[config.mk]
export PLATFORM = sky130hd
export DESIGN_NAME = lmc_top
export DESIGN_NICKNAME = d
export VERILOG_FILES = /design/src/design/lmc_pkg.sv /design/src/design/lmc_top.sv
export VERILOG_INCLUDE_DIRS = /design/src /design/src/design
export SDC_FILE = /design/constraint.sdc
export NUM_CORES = 1
export LEC_CHECK = 0
export BUFFER_PORTS_ARGS = -buffer_cell sky130_fd_sc_hd__buf_2
export CAP_MARGIN = 10
export CORE_ASPECT_RATIO = 0.75
export CORE_UTILIZATION = 50
export CTS_BUF_LIST = sky130_fd_sc_hd__clkbuf_8
export CTS_CLUSTER_DIAMETER = 150
export DETAILED_ROUTE_END_ITERATION = 16
export GPL_TIMING_DRIVEN = 0
export PLACE_DENSITY = 0.67
export SETUP_SLACK_MARGIN = 0.02
export SLEW_MARGIN = 25
export SYNTH_ARGS = -nofsm -noshare
export SYNTH_HDL_FRONTEND = slang
export SYNTH_SLANG_ARGS = --single-unit
[constraint.sdc]
create_clock -name CLK -period 17.25 [get_ports CLK]
set_clock_uncertainty 0.1 [all_clocks]
set_input_delay 3.45 -clock CLK [delete_from_list [all_inputs] [get_ports CLK]]
set_output_delay 3.45 -clock CLK [all_outputs]
set_load 0.01 [all_outputs]
[src/design/lmc_regs.svh]
`ifndef LMC_REGS_SVH
`define LMC_REGS_SVH
// ***************************************
// register map
// ***************************************
`define LMC_ADDR_CONFIG 8'h00
`define LMC_ADDR_RESULT 8'h04
`define LMC_ADDR_STATUS 8'h08
`define LMC_CFG_RANGE 3:0
`define LMC_CFG_CONV 7:4
`define LMC_CFG_MODE 9:8
`define LMC_RES_EXP 31:28
`define LMC_RES_MANT 27:8
`define LMC_RES_COUNT 7:4
`define LMC_STA_BUSY 0
`define LMC_STA_STATE 2:1
`define LMC_STA_MODE 5:4
// ***************************************
// reset values and codes
// ***************************************
`define LMC_RANGE_AUTO 4'hc
`define LMC_RANGE_MAX 4'h8
`define LMC_CONV_LONGEST 4'hb
`define LMC_CONV_RESET 4'hb
`define LMC_COUNT_RESET 4'h0
// ***************************************
// timing
// ***************************************
`define LMC_CLK_PERIOD_NS 4
`define LMC_WAKE_MS 0.5
`define LMC_ADC_US 100
`define LMC_CONV_MIN_US 600
`define LMC_CONV_MAX_MS 800
`endif

[src/design/lmc_pkg.sv]
package lmc_pkg;
  // gray along idle, wake, integrate, convert
  typedef enum logic [1:0] {
    LMC_ST_IDLE = 2'h0,
    LMC_ST_WAKE = 2'h1,
    LMC_ST_INTEG = 2'h3,
    LMC_ST_ADC = 2'h2
  } lmc_state_t;
  typedef enum logic [1:0] {
    LMC_MODE_OFF = 2'h0,
    LMC_MODE_FORCED = 2'h1,
    LMC_MODE_REGULAR = 2'h2,
    LMC_MODE_CONT = 2'h3
  } lmc_mode_t;
endpackage : lmc_pkg

[src/design/lmc_top.sv]
// The implementer's own choices: the address map and strobed register access.
`timescale 1ns/10ps
`default_nettype none
`include "lmc_regs.svh"
module lmc_top
  import lmc_pkg::*;
#(
  parameter int unsigned CYC_PER_US = 1000 / `LMC_CLK_PERIOD_NS,
  parameter int unsigned WAKE_CYC = int'(`LMC_WAKE_MS * 1000.0 * CYC_PER_US),
  parameter int unsigned ADC_CYC = `LMC_ADC_US * CYC_PER_US,
  parameter int unsigned CONV_US [12] = '{`LMC_CONV_MIN_US, 1000, 2000, 4000, 8000, 16000,
    32000, 64000, 128000, 256000, 512000, `LMC_CONV_MAX_MS * 1000}
)
(
  input wire logic CLK,
  input wire logic RST,
  input wire logic [7:0] ADDR,
  input wire logic [31:0] WDATA,
  input wire logic WR,
  input wire logic RD,
  output logic [31:0] RDATA,
  input wire logic [19:0] AFE_MANT,
  input wire logic [3:0] AFE_EXP,
  output logic [3:0] AFE_RANGE,
  output logic AFE_AR_CLEAR,
  output logic AFE_INTEG,
  output logic AFE_CONVERT,
  output logic RESULT_EVT
);

  // ***************************************
  // decode helpers
  // ***************************************
  // undefined period codes fall back to the longest period
  function automatic logic [31:0] conv_cyc(input logic [3:0] code);
    logic [3:0] c;
    c = (code > `LMC_CONV_LONGEST) ? `LMC_CONV_LONGEST : code;
    conv_cyc = 32'(CONV_US[c] * CYC_PER_US);
  endfunction : conv_cyc

  // out-of-table fixed codes clamp to the widest range
  function automatic logic [3:0] eff_range(input logic [3:0] code);
    if (code == `LMC_RANGE_AUTO)
      eff_range = `LMC_RANGE_AUTO;
    else if (code > `LMC_RANGE_MAX)
      eff_range = `LMC_RANGE_MAX;
    else
      eff_range = code;
  endfunction : eff_range

  // ***************************************
  // state
  // ***************************************
  lmc_state_t state_reg, state_next;
  lmc_mode_t mode_reg, mode_next;
  logic [3:0] cfg_range_reg, cfg_range_next;
  logic [3:0] cfg_conv_reg, cfg_conv_next;
  logic [3:0] run_range_reg, run_range_next;
  logic [3:0] run_conv_reg, run_conv_next;
  logic [31:0] timer_reg, timer_next;
  logic [31:0] result_reg, result_next;
  logic [3:0] count_reg, count_next;
  logic [31:0] rdata_reg, rdata_next;
  logic [3:0] afe_range_reg;
  logic ar_clear_reg, integ_reg, convert_reg, evt_reg;

  // ***************************************
  // register write decode
  // ***************************************
  wire cfg_wr = WR && (ADDR == `LMC_ADDR_CONFIG);
  wire [1:0] wr_mode = WDATA[`LMC_CFG_MODE];
  wire wr_oneshot = (wr_mode == LMC_MODE_FORCED) || (wr_mode == LMC_MODE_REGULAR);
  wire idle = (state_reg == LMC_ST_IDLE);
  // a one-shot request is only taken while idle; stop or continuous always lands
  wire mode_take = cfg_wr && (idle || !wr_oneshot);

  // ***************************************
  // sequencing
  // ***************************************
  wire tdone = (timer_reg == 32'h0);
  wire start = idle && (mode_reg != LMC_MODE_OFF);
  wire adc_end = (state_reg == LMC_ST_ADC) && tdone;
  wire cont = (mode_reg == LMC_MODE_CONT);
  wire enter_integ = ((state_reg == LMC_ST_WAKE) && tdone) || (adc_end && cont);
  wire [31:0] integ_cyc = conv_cyc(cfg_conv_reg) - 32'(ADC_CYC);

  // next state of the measurement sequencer
  always_comb
  begin
    case (state_reg)
      LMC_ST_IDLE: state_next = start ? LMC_ST_WAKE : LMC_ST_IDLE;
      LMC_ST_WAKE: state_next = tdone ? LMC_ST_INTEG : LMC_ST_WAKE;
      LMC_ST_INTEG: state_next = tdone ? LMC_ST_ADC : LMC_ST_INTEG;
      LMC_ST_ADC: state_next = tdone ? (cont ? LMC_ST_INTEG : LMC_ST_IDLE) : LMC_ST_ADC;
      default: state_next = LMC_ST_IDLE;
    endcase
  end

  // one down-timer serves all phases; it reloads on every phase entry
  always_comb
  begin
    if (start)
      timer_next = 32'(WAKE_CYC) - 32'h1;
    else if (enter_integ)
      timer_next = integ_cyc - 32'h1;
    else if ((state_reg == LMC_ST_INTEG) && tdone)
      timer_next = 32'(ADC_CYC) - 32'h1;
    else if (tdone)
      timer_next = 32'h0;
    else
      timer_next = timer_reg - 32'h1;
  end

  // a stop or continuous write wins over the end-of-shot clear
  assign mode_next = mode_take ? lmc_mode_t'(wr_mode) :
                     (adc_end && !cont) ? LMC_MODE_OFF : mode_reg;
  assign cfg_range_next = cfg_wr ? WDATA[`LMC_CFG_RANGE] : cfg_range_reg;
  assign cfg_conv_next = cfg_wr ? WDATA[`LMC_CFG_CONV] : cfg_conv_reg;
  // settings are frozen per measurement so a mid-run write cannot tear it
  assign run_range_next = enter_integ ? eff_range(cfg_range_reg) : run_range_reg;
  assign run_conv_next = enter_integ ? cfg_conv_reg : run_conv_reg;

  // ***************************************
  // result capture
  // ***************************************
  wire [3:0] res_exp = (run_range_reg == `LMC_RANGE_AUTO) ? AFE_EXP : run_range_reg;
  assign count_next = adc_end ? count_reg + 4'h1 : count_reg;
  // counter and result written on the same edge
  always_comb
  begin
    result_next = result_reg;
    if (adc_end)
    begin
      result_next = 32'h0;
      result_next[`LMC_RES_EXP] = res_exp;
      result_next[`LMC_RES_MANT] = AFE_MANT;
      result_next[`LMC_RES_COUNT] = count_next;
    end
  end

  // ***************************************
  // register read
  // ***************************************
  wire [31:0] cfg_view = {22'h0, mode_reg, cfg_conv_reg, cfg_range_reg};
  wire [31:0] sta_view = {26'h0, mode_reg, 1'b0, state_reg, !idle};
  wire [31:0] rd_mux = (ADDR == `LMC_ADDR_CONFIG) ? cfg_view :
                       (ADDR == `LMC_ADDR_RESULT) ? result_reg :
                       (ADDR == `LMC_ADDR_STATUS) ? sta_view : 32'h0;
  // data stand for one cycle only, zero otherwise
  assign rdata_next = RD ? rd_mux : 32'h0;

  // ***************************************
  // flops
  // ***************************************
  always_ff @(posedge CLK)
  begin
    if (RST)
    begin
      state_reg <= LMC_ST_IDLE;
      mode_reg <= LMC_MODE_OFF;
      cfg_range_reg <= `LMC_RANGE_AUTO;
      cfg_conv_reg <= `LMC_CONV_RESET;
      run_range_reg <= `LMC_RANGE_AUTO;
      run_conv_reg <= `LMC_CONV_RESET;
      timer_reg <= 32'h0;
      result_reg <= 32'h0;
      count_reg <= `LMC_COUNT_RESET;
      rdata_reg <= 32'h0;
    end
    else
    begin
      state_reg <= state_next;
      mode_reg <= mode_next;
      cfg_range_reg <= cfg_range_next;
      cfg_conv_reg <= cfg_conv_next;
      run_range_reg <= run_range_next;
      run_conv_reg <= run_conv_next;
      timer_reg <= timer_next;
      result_reg <= result_next;
      count_reg <= count_next;
      rdata_reg <= rdata_next;
    end
  end

  // front-end control and event outputs, all registered
  always_ff @(posedge CLK)
  begin
    if (RST)
    begin
      afe_range_reg <= `LMC_RANGE_AUTO;
      ar_clear_reg <= 1'b0;
      integ_reg <= 1'b0;
      convert_reg <= 1'b0;
      evt_reg <= 1'b0;
    end
    else
    begin
      afe_range_reg <= run_range_next;
      ar_clear_reg <= start && (mode_reg == LMC_MODE_FORCED);
      integ_reg <= (state_next == LMC_ST_INTEG);
      convert_reg <= (state_next == LMC_ST_ADC);
      evt_reg <= adc_end;
    end
  end

  assign RDATA = rdata_reg;
  assign AFE_RANGE = afe_range_reg;
  assign AFE_AR_CLEAR = ar_clear_reg;
  assign AFE_INTEG = integ_reg;
  assign AFE_CONVERT = convert_reg;
  assign RESULT_EVT = evt_reg;

  // ***************************************
  // checks
  // ***************************************
  logic [31:0] wake_cnt_reg, busy_cnt_reg;
  always_ff @(posedge CLK)
  begin
    if (RST)
    begin
      wake_cnt_reg <= 32'h0;
      busy_cnt_reg <= 32'h0;
    end
    else
    begin
      wake_cnt_reg <= start ? 32'h0 : wake_cnt_reg + 32'h1;
      busy_cnt_reg <= enter_integ ? 32'h0 : busy_cnt_reg + 32'h1;
    end
  end
endmodule : lmc_top
`default_nettype wire

# Word level (Yosys, flattened, before mapping)
# Memories as Yosys holds them, arrays and structs flattened.
# Cells that the tools add are included.
# totals
ff_bits	116
rom_bits	512
inputBits	68
output_inout_bits	40
word_cells	84
memories	1
# classes
add_sub_neg	4
multipliers	1
n_lt_le_gt_ge	3
n_eq_ne	13
mux	22
bitwise_logic	2
n_reduce_logical	23
# mem_list
memory	depth	word_bits	read_ports	rd_clocked_by_memory_dff	write_ports	line_no	text
(name not given)	16	32	1	0	0	lmc_top.sv:38	conv_cyc = 32'(CONV_US[c] * CYC_PER_US);
# op_table
operator	n
2-to-1 mux 32 bit	6
subtractor 32 x 1 -> 32 bit (second input constant)	2
logical NOT 32 bit	1
multiplier 32 x 7 -> 31 bit (second input constant)	1
subtractor 32 x 15 -> 32 bit (second input constant)	1
2-to-1 mux 4 bit	5
2-to-1 mux 17 bit	1
== test 2 bit (second input constant)	6
2-to-1 mux 10 bit	1
2-to-1 mux 2 bit	5
logical AND 1 bit	9
== test 4 bit (second input constant)	2
== test 8 x 3 -> 1 bit (second input constant)	1
== test 8 x 4 -> 1 bit (second input constant)	1
> comparator 4 bit (second input constant)	2
logical NOT 8 bit	1
case mux 2 bit (4 select lines)	1
== test 2 x 1 -> 1 bit (second input constant)	3
2-to-1 mux 6 bit	1
greater-or-equal comparator 5 bit (second input constant)	1
inverter 4 -> 5 bit	1
adder 4 x 1 -> 4 bit (second input constant)	1
nonzero test 2 bit	2
OR reduction 2 bit	2
6 further kinds	11

# Depth between registers and ports, before layout
# logic_depth
ltp_word	11
ltp_mapped	29
ltp_nobuf	26

# Worst setup path before layout
# No wires, ideal clock.
# synth_path
path_kind	register -> register
startpoint	register cfg_conv_reg[3]
endpoint	register timer_reg[29]
setup_time_ps	79
arrival_ps	6864
required_time_ps	17071
setup_slack_ps	10207
path_stages_with_launch	27
n_path_buf	2
synth_period_minus_slack_ps	7043
cell_sequence	dfxtp_1 -> clkbuf_1 -> buf_1 -> a21o_1 -> ha_1 -> nor2_1 -> a21oi_1 -> inv_1 -> fa_1 -> inv_1 -> fa_1 -> inv_1 -> fa_1 -> inv_1 -> fa_1 -> inv_1 -> ha_1 -> a21o_4 -> a31oi_4 -> o22ai_1 -> or4_4 -> a21oi_2 -> xnor2_1 -> or2_0 -> or4_1 -> xor2_1 -> a211oi_2
# synth_via
elab_chain_len	10
# synth_rtl
item	line_no	text
from (decl)	lmc_top.sv:57	logic [3:0] cfg_conv_reg, cfg_conv_next;
from (signal assigned)	lmc_top.sv:162	cfg_conv_reg <= `LMC_CONV_RESET;
from (signal assigned)	lmc_top.sv:175	cfg_conv_reg <= cfg_conv_next;
> comparator 4 bit (no source line)	n/a	
2-to-1 mux 4 bit (*)	lmc_top.sv:37	c = (code > `LMC_CONV_LONGEST) ? `LMC_CONV_LONGEST : code;
inverter 4 -> 5 bit (implied by the code) (*)	lmc_top.sv:38	
memory read (16 x 32 bit) (*)	n/a	
2-to-1 mux 32 bit (implied by the code) (*) (2 in a row)	lmc_top.sv:38	
multiplier 32 x 7 -> 31 bit (*)	lmc_top.sv:38	
subtractor 32 x 15 -> 32 bit (*)	lmc_top.sv:85	wire [31:0] integ_cyc = conv_cyc(cfg_conv_reg) - 32'(ADC_CYC);
subtractor 32 x 1 -> 32 bit (*)	lmc_top.sv:105	timer_next = integ_cyc - 32'h1;
2-to-1 mux 32 bit (*)	lmc_top.sv:104	else if (enter_integ)
to (signal assigned)	lmc_top.sv:178	timer_reg <= timer_next;
to (decl)	lmc_top.sv:60	logic [31:0] timer_reg, timer_next;
# Every way passes the cells marked *; elsewhere a longest branch is shown, timed or not. The select of a mux whose other input is x is not followed.
# A chain may end at the register's enable or synchronous reset.

# Worst setup path in the final report
# Ends and elaborated chain as after synthesis.

==> results.cfg <==
[cts]
clk_latency_ns = 0.43
clockBufferDepth = 2
clkTransAtPathRegs_ns = 0.07
ctsRootBufferMaster = clkbuf_8
postCtsHoldBufs = 0
cts_tree = built
cts_max_level = 4
postCtsSetupRepairBufs = 0
cts_buffers = 17
clkSinkCount = 116
cts_resized = 0

[floorplanning]
dieArea_um2 = 17300
core-area_um2 = 16200
io-pin-count = 108
die_h_um = 114
die_width_um = 152
rows = 40
initial_utilization_pct = 51.7

[setup_path]
cp_slowest_cell = fa_1
end_kind = flip-flop
critPathMaxFanout = 10
cpLargestDelayFamily = adder cells
critPathKind = flip-flop to flip-flop
critPathMaxStageDelay_ns = 0.57
arrival_ns = 8.49
r2r_slack_ns = 8.94
cp_num_buf_inv = 7
crit_top_cell = inv_1
cp.required_ns = 17.44
critPathLaunchType = flip-flop

[timing]
hold_viol = 0
period_minus_slack_ns = 8.31
maxSlewViolCount = 0
min_period_over_period_pct = 48.1
max_freq_mhz = 120
slew_headroom_pct = 49.6
grt_setup_unrepaired = false
setup_slack_ns = 8.94
fin_setup_tns_ns = 0
max_slew.worst_pin.slew_ns = 0.753
setup_viol = 0

[detailed_routing]
vias = 7086
drt_wl_total_um = 21000
drc = 0
drt_pass1_iterations = 5
first_iter_violations = 569
drtAntennaViolNets = 0
viasPerCell = 5.41
wire_per_inst_um = 16.0

[synthesis]
synth_edf_count = 0
syn_nets = 1168
netlist_area_um2 = 8390
ys_async_sr_fraction_pct = 0
synthFlopType = dfxtp_1
syn_inst = 986
ys_ff_latch = 116
ys_warn_count = 0
ys_seq_area_share_pct = 27.7
ys_types = 79
avgSynthCellArea_um2 = 8.50

[global_routing]
grt_overflow = 0
grt_pass1_wl_um = 34000
grt_pass1_vias = 6555
grt.total_usage_pct = 25.6
grt_start_max_net_pins = 17
antenna_found_initial = 0

[power]
p_total_uw = 931
power_density_nw_per_um2 = 98.1
cellLeakagePower_uw = 0.00428
irDropWorstVdd_uv = 142

[placement]
place_congestion = 0.918
dp_slack_ns = 9.01
dpl_cell_area_um2 = 9060
dp.final_hpwl_um = 16600
io_buffer_count = 83
dp_cells = 1279

[worst_hold_path]
hold_class = flip-flop to flip-flop

[cells_and_area]
final_common_cell = nand2_1
syn_to_final_growth_pct = 13.1
nets = 1270
final_cell_mix = nand2_1, dfxtp_1, inv_1
design_area_um2 = 9480
fin_cells = 1311
drive_gt1_share_pct = 14.1
num_antenna_cells = 0

[job]
cap_violations = 0

[outcome]
status = completed
[Yosys cell counts, types with 6 or more instances]
cell type  count  area, µm²
o21ai_1        7       35.0
o21ai_0       19       95.1
nor2b_1       10       62.6
ha_1          66        826
xnor2_1       36        315
nand3_1       12       60.1
a21oi_1       84        420
nand2b_1       6       37.5
nor2_1        67        251
inv_1         91        342
a31oi_1        6       37.5
or3_1         11       68.8
and2_1        26        163
or4_1          6       45.0
nand2_1      130        488
nor3_1        30        150
a211oi_1      12       90.1
nand3b_1      10       75.1
clkbuf_1      32        120
fa_1          48        961
o22ai_1       12       75.1
a21o_1        11       82.6
xor2_1        37        324
dfxtp_1      116       2320
[logic make-up after synthesis]
group	Yosys count	synth area share (%)
buffers and inverters	134	6.74
AOI/OAI and AO/OA	191	14.8
and+or+nand+nor	351	20.9
other	1	0.0447
muxes	5	0.627
DFF	116	27.7
adders and majority gates	114	21.3
xor gates and xnor gates	74	7.82
[through the flow]
| step | util, % | hold slack, ns |
|---|---|---|
| 6_report | 58.5 | 0.348 |
| 5_1_grt | 58.5 | 0.368 |
| 4_1_cts | 58.5 | 0.349 |
| 3_5_place_dp | 55.9 | 0.337 |
| 3_3_place_gp | 55.9 | 0.334 |
| 2_1_floorplan | - | 0.327 |
[area by class of cell]
| type | instances | area [µm²] |
|---|---|---|
| sequential | 116 | 2320 |
| timing repair buffer | 83 | 415 |
| buffer | 43 | 224 |
| clock inverter | 15 | 181 |
| multi-input combinational | 736 | 5500 |
| inverter | 91 | 342 |
| tap | 210 | 263 |
| fill | 1525 | 6730 |
| clock buffer | 17 | 234 |
[per-layer routing]
metal	share of wire, %	GRT usage (%)	vias up
met1	53	41.9	3375
li1	-	-	3524
met5	0	0	-
met2	40	34.7	179
met4	0.40	4.36	0
met3	5.9	3.90	8
[tightest hold or removal path, stage by stage (launching register included)]
cell     delay [ns]
dfxtp_1        0.31
nand2_1        0.05
a21oi_1        0.05
[power by group]
part / switching (µW) / total [µW] / leakage [µW] / internal, µW
clock: 121 / 265 / 0.000195 / 144
sequential: 27.7 / 329 / 0.000938 / 301
combinational: 200 / 336 / 0.00314 / 136
[final timing paths]
check	from	to	depth (start not counted)
worst min-delay path	result_reg[17]	result_reg[17]	2
worst min register to register	result_reg[17]	result_reg[17]	2
worst max register to register	cfg_conv_reg[3]	timer_reg[29]	26
worst max-delay path	cfg_conv_reg[3]	timer_reg[29]	26
(Power assumes the default switching activity.)
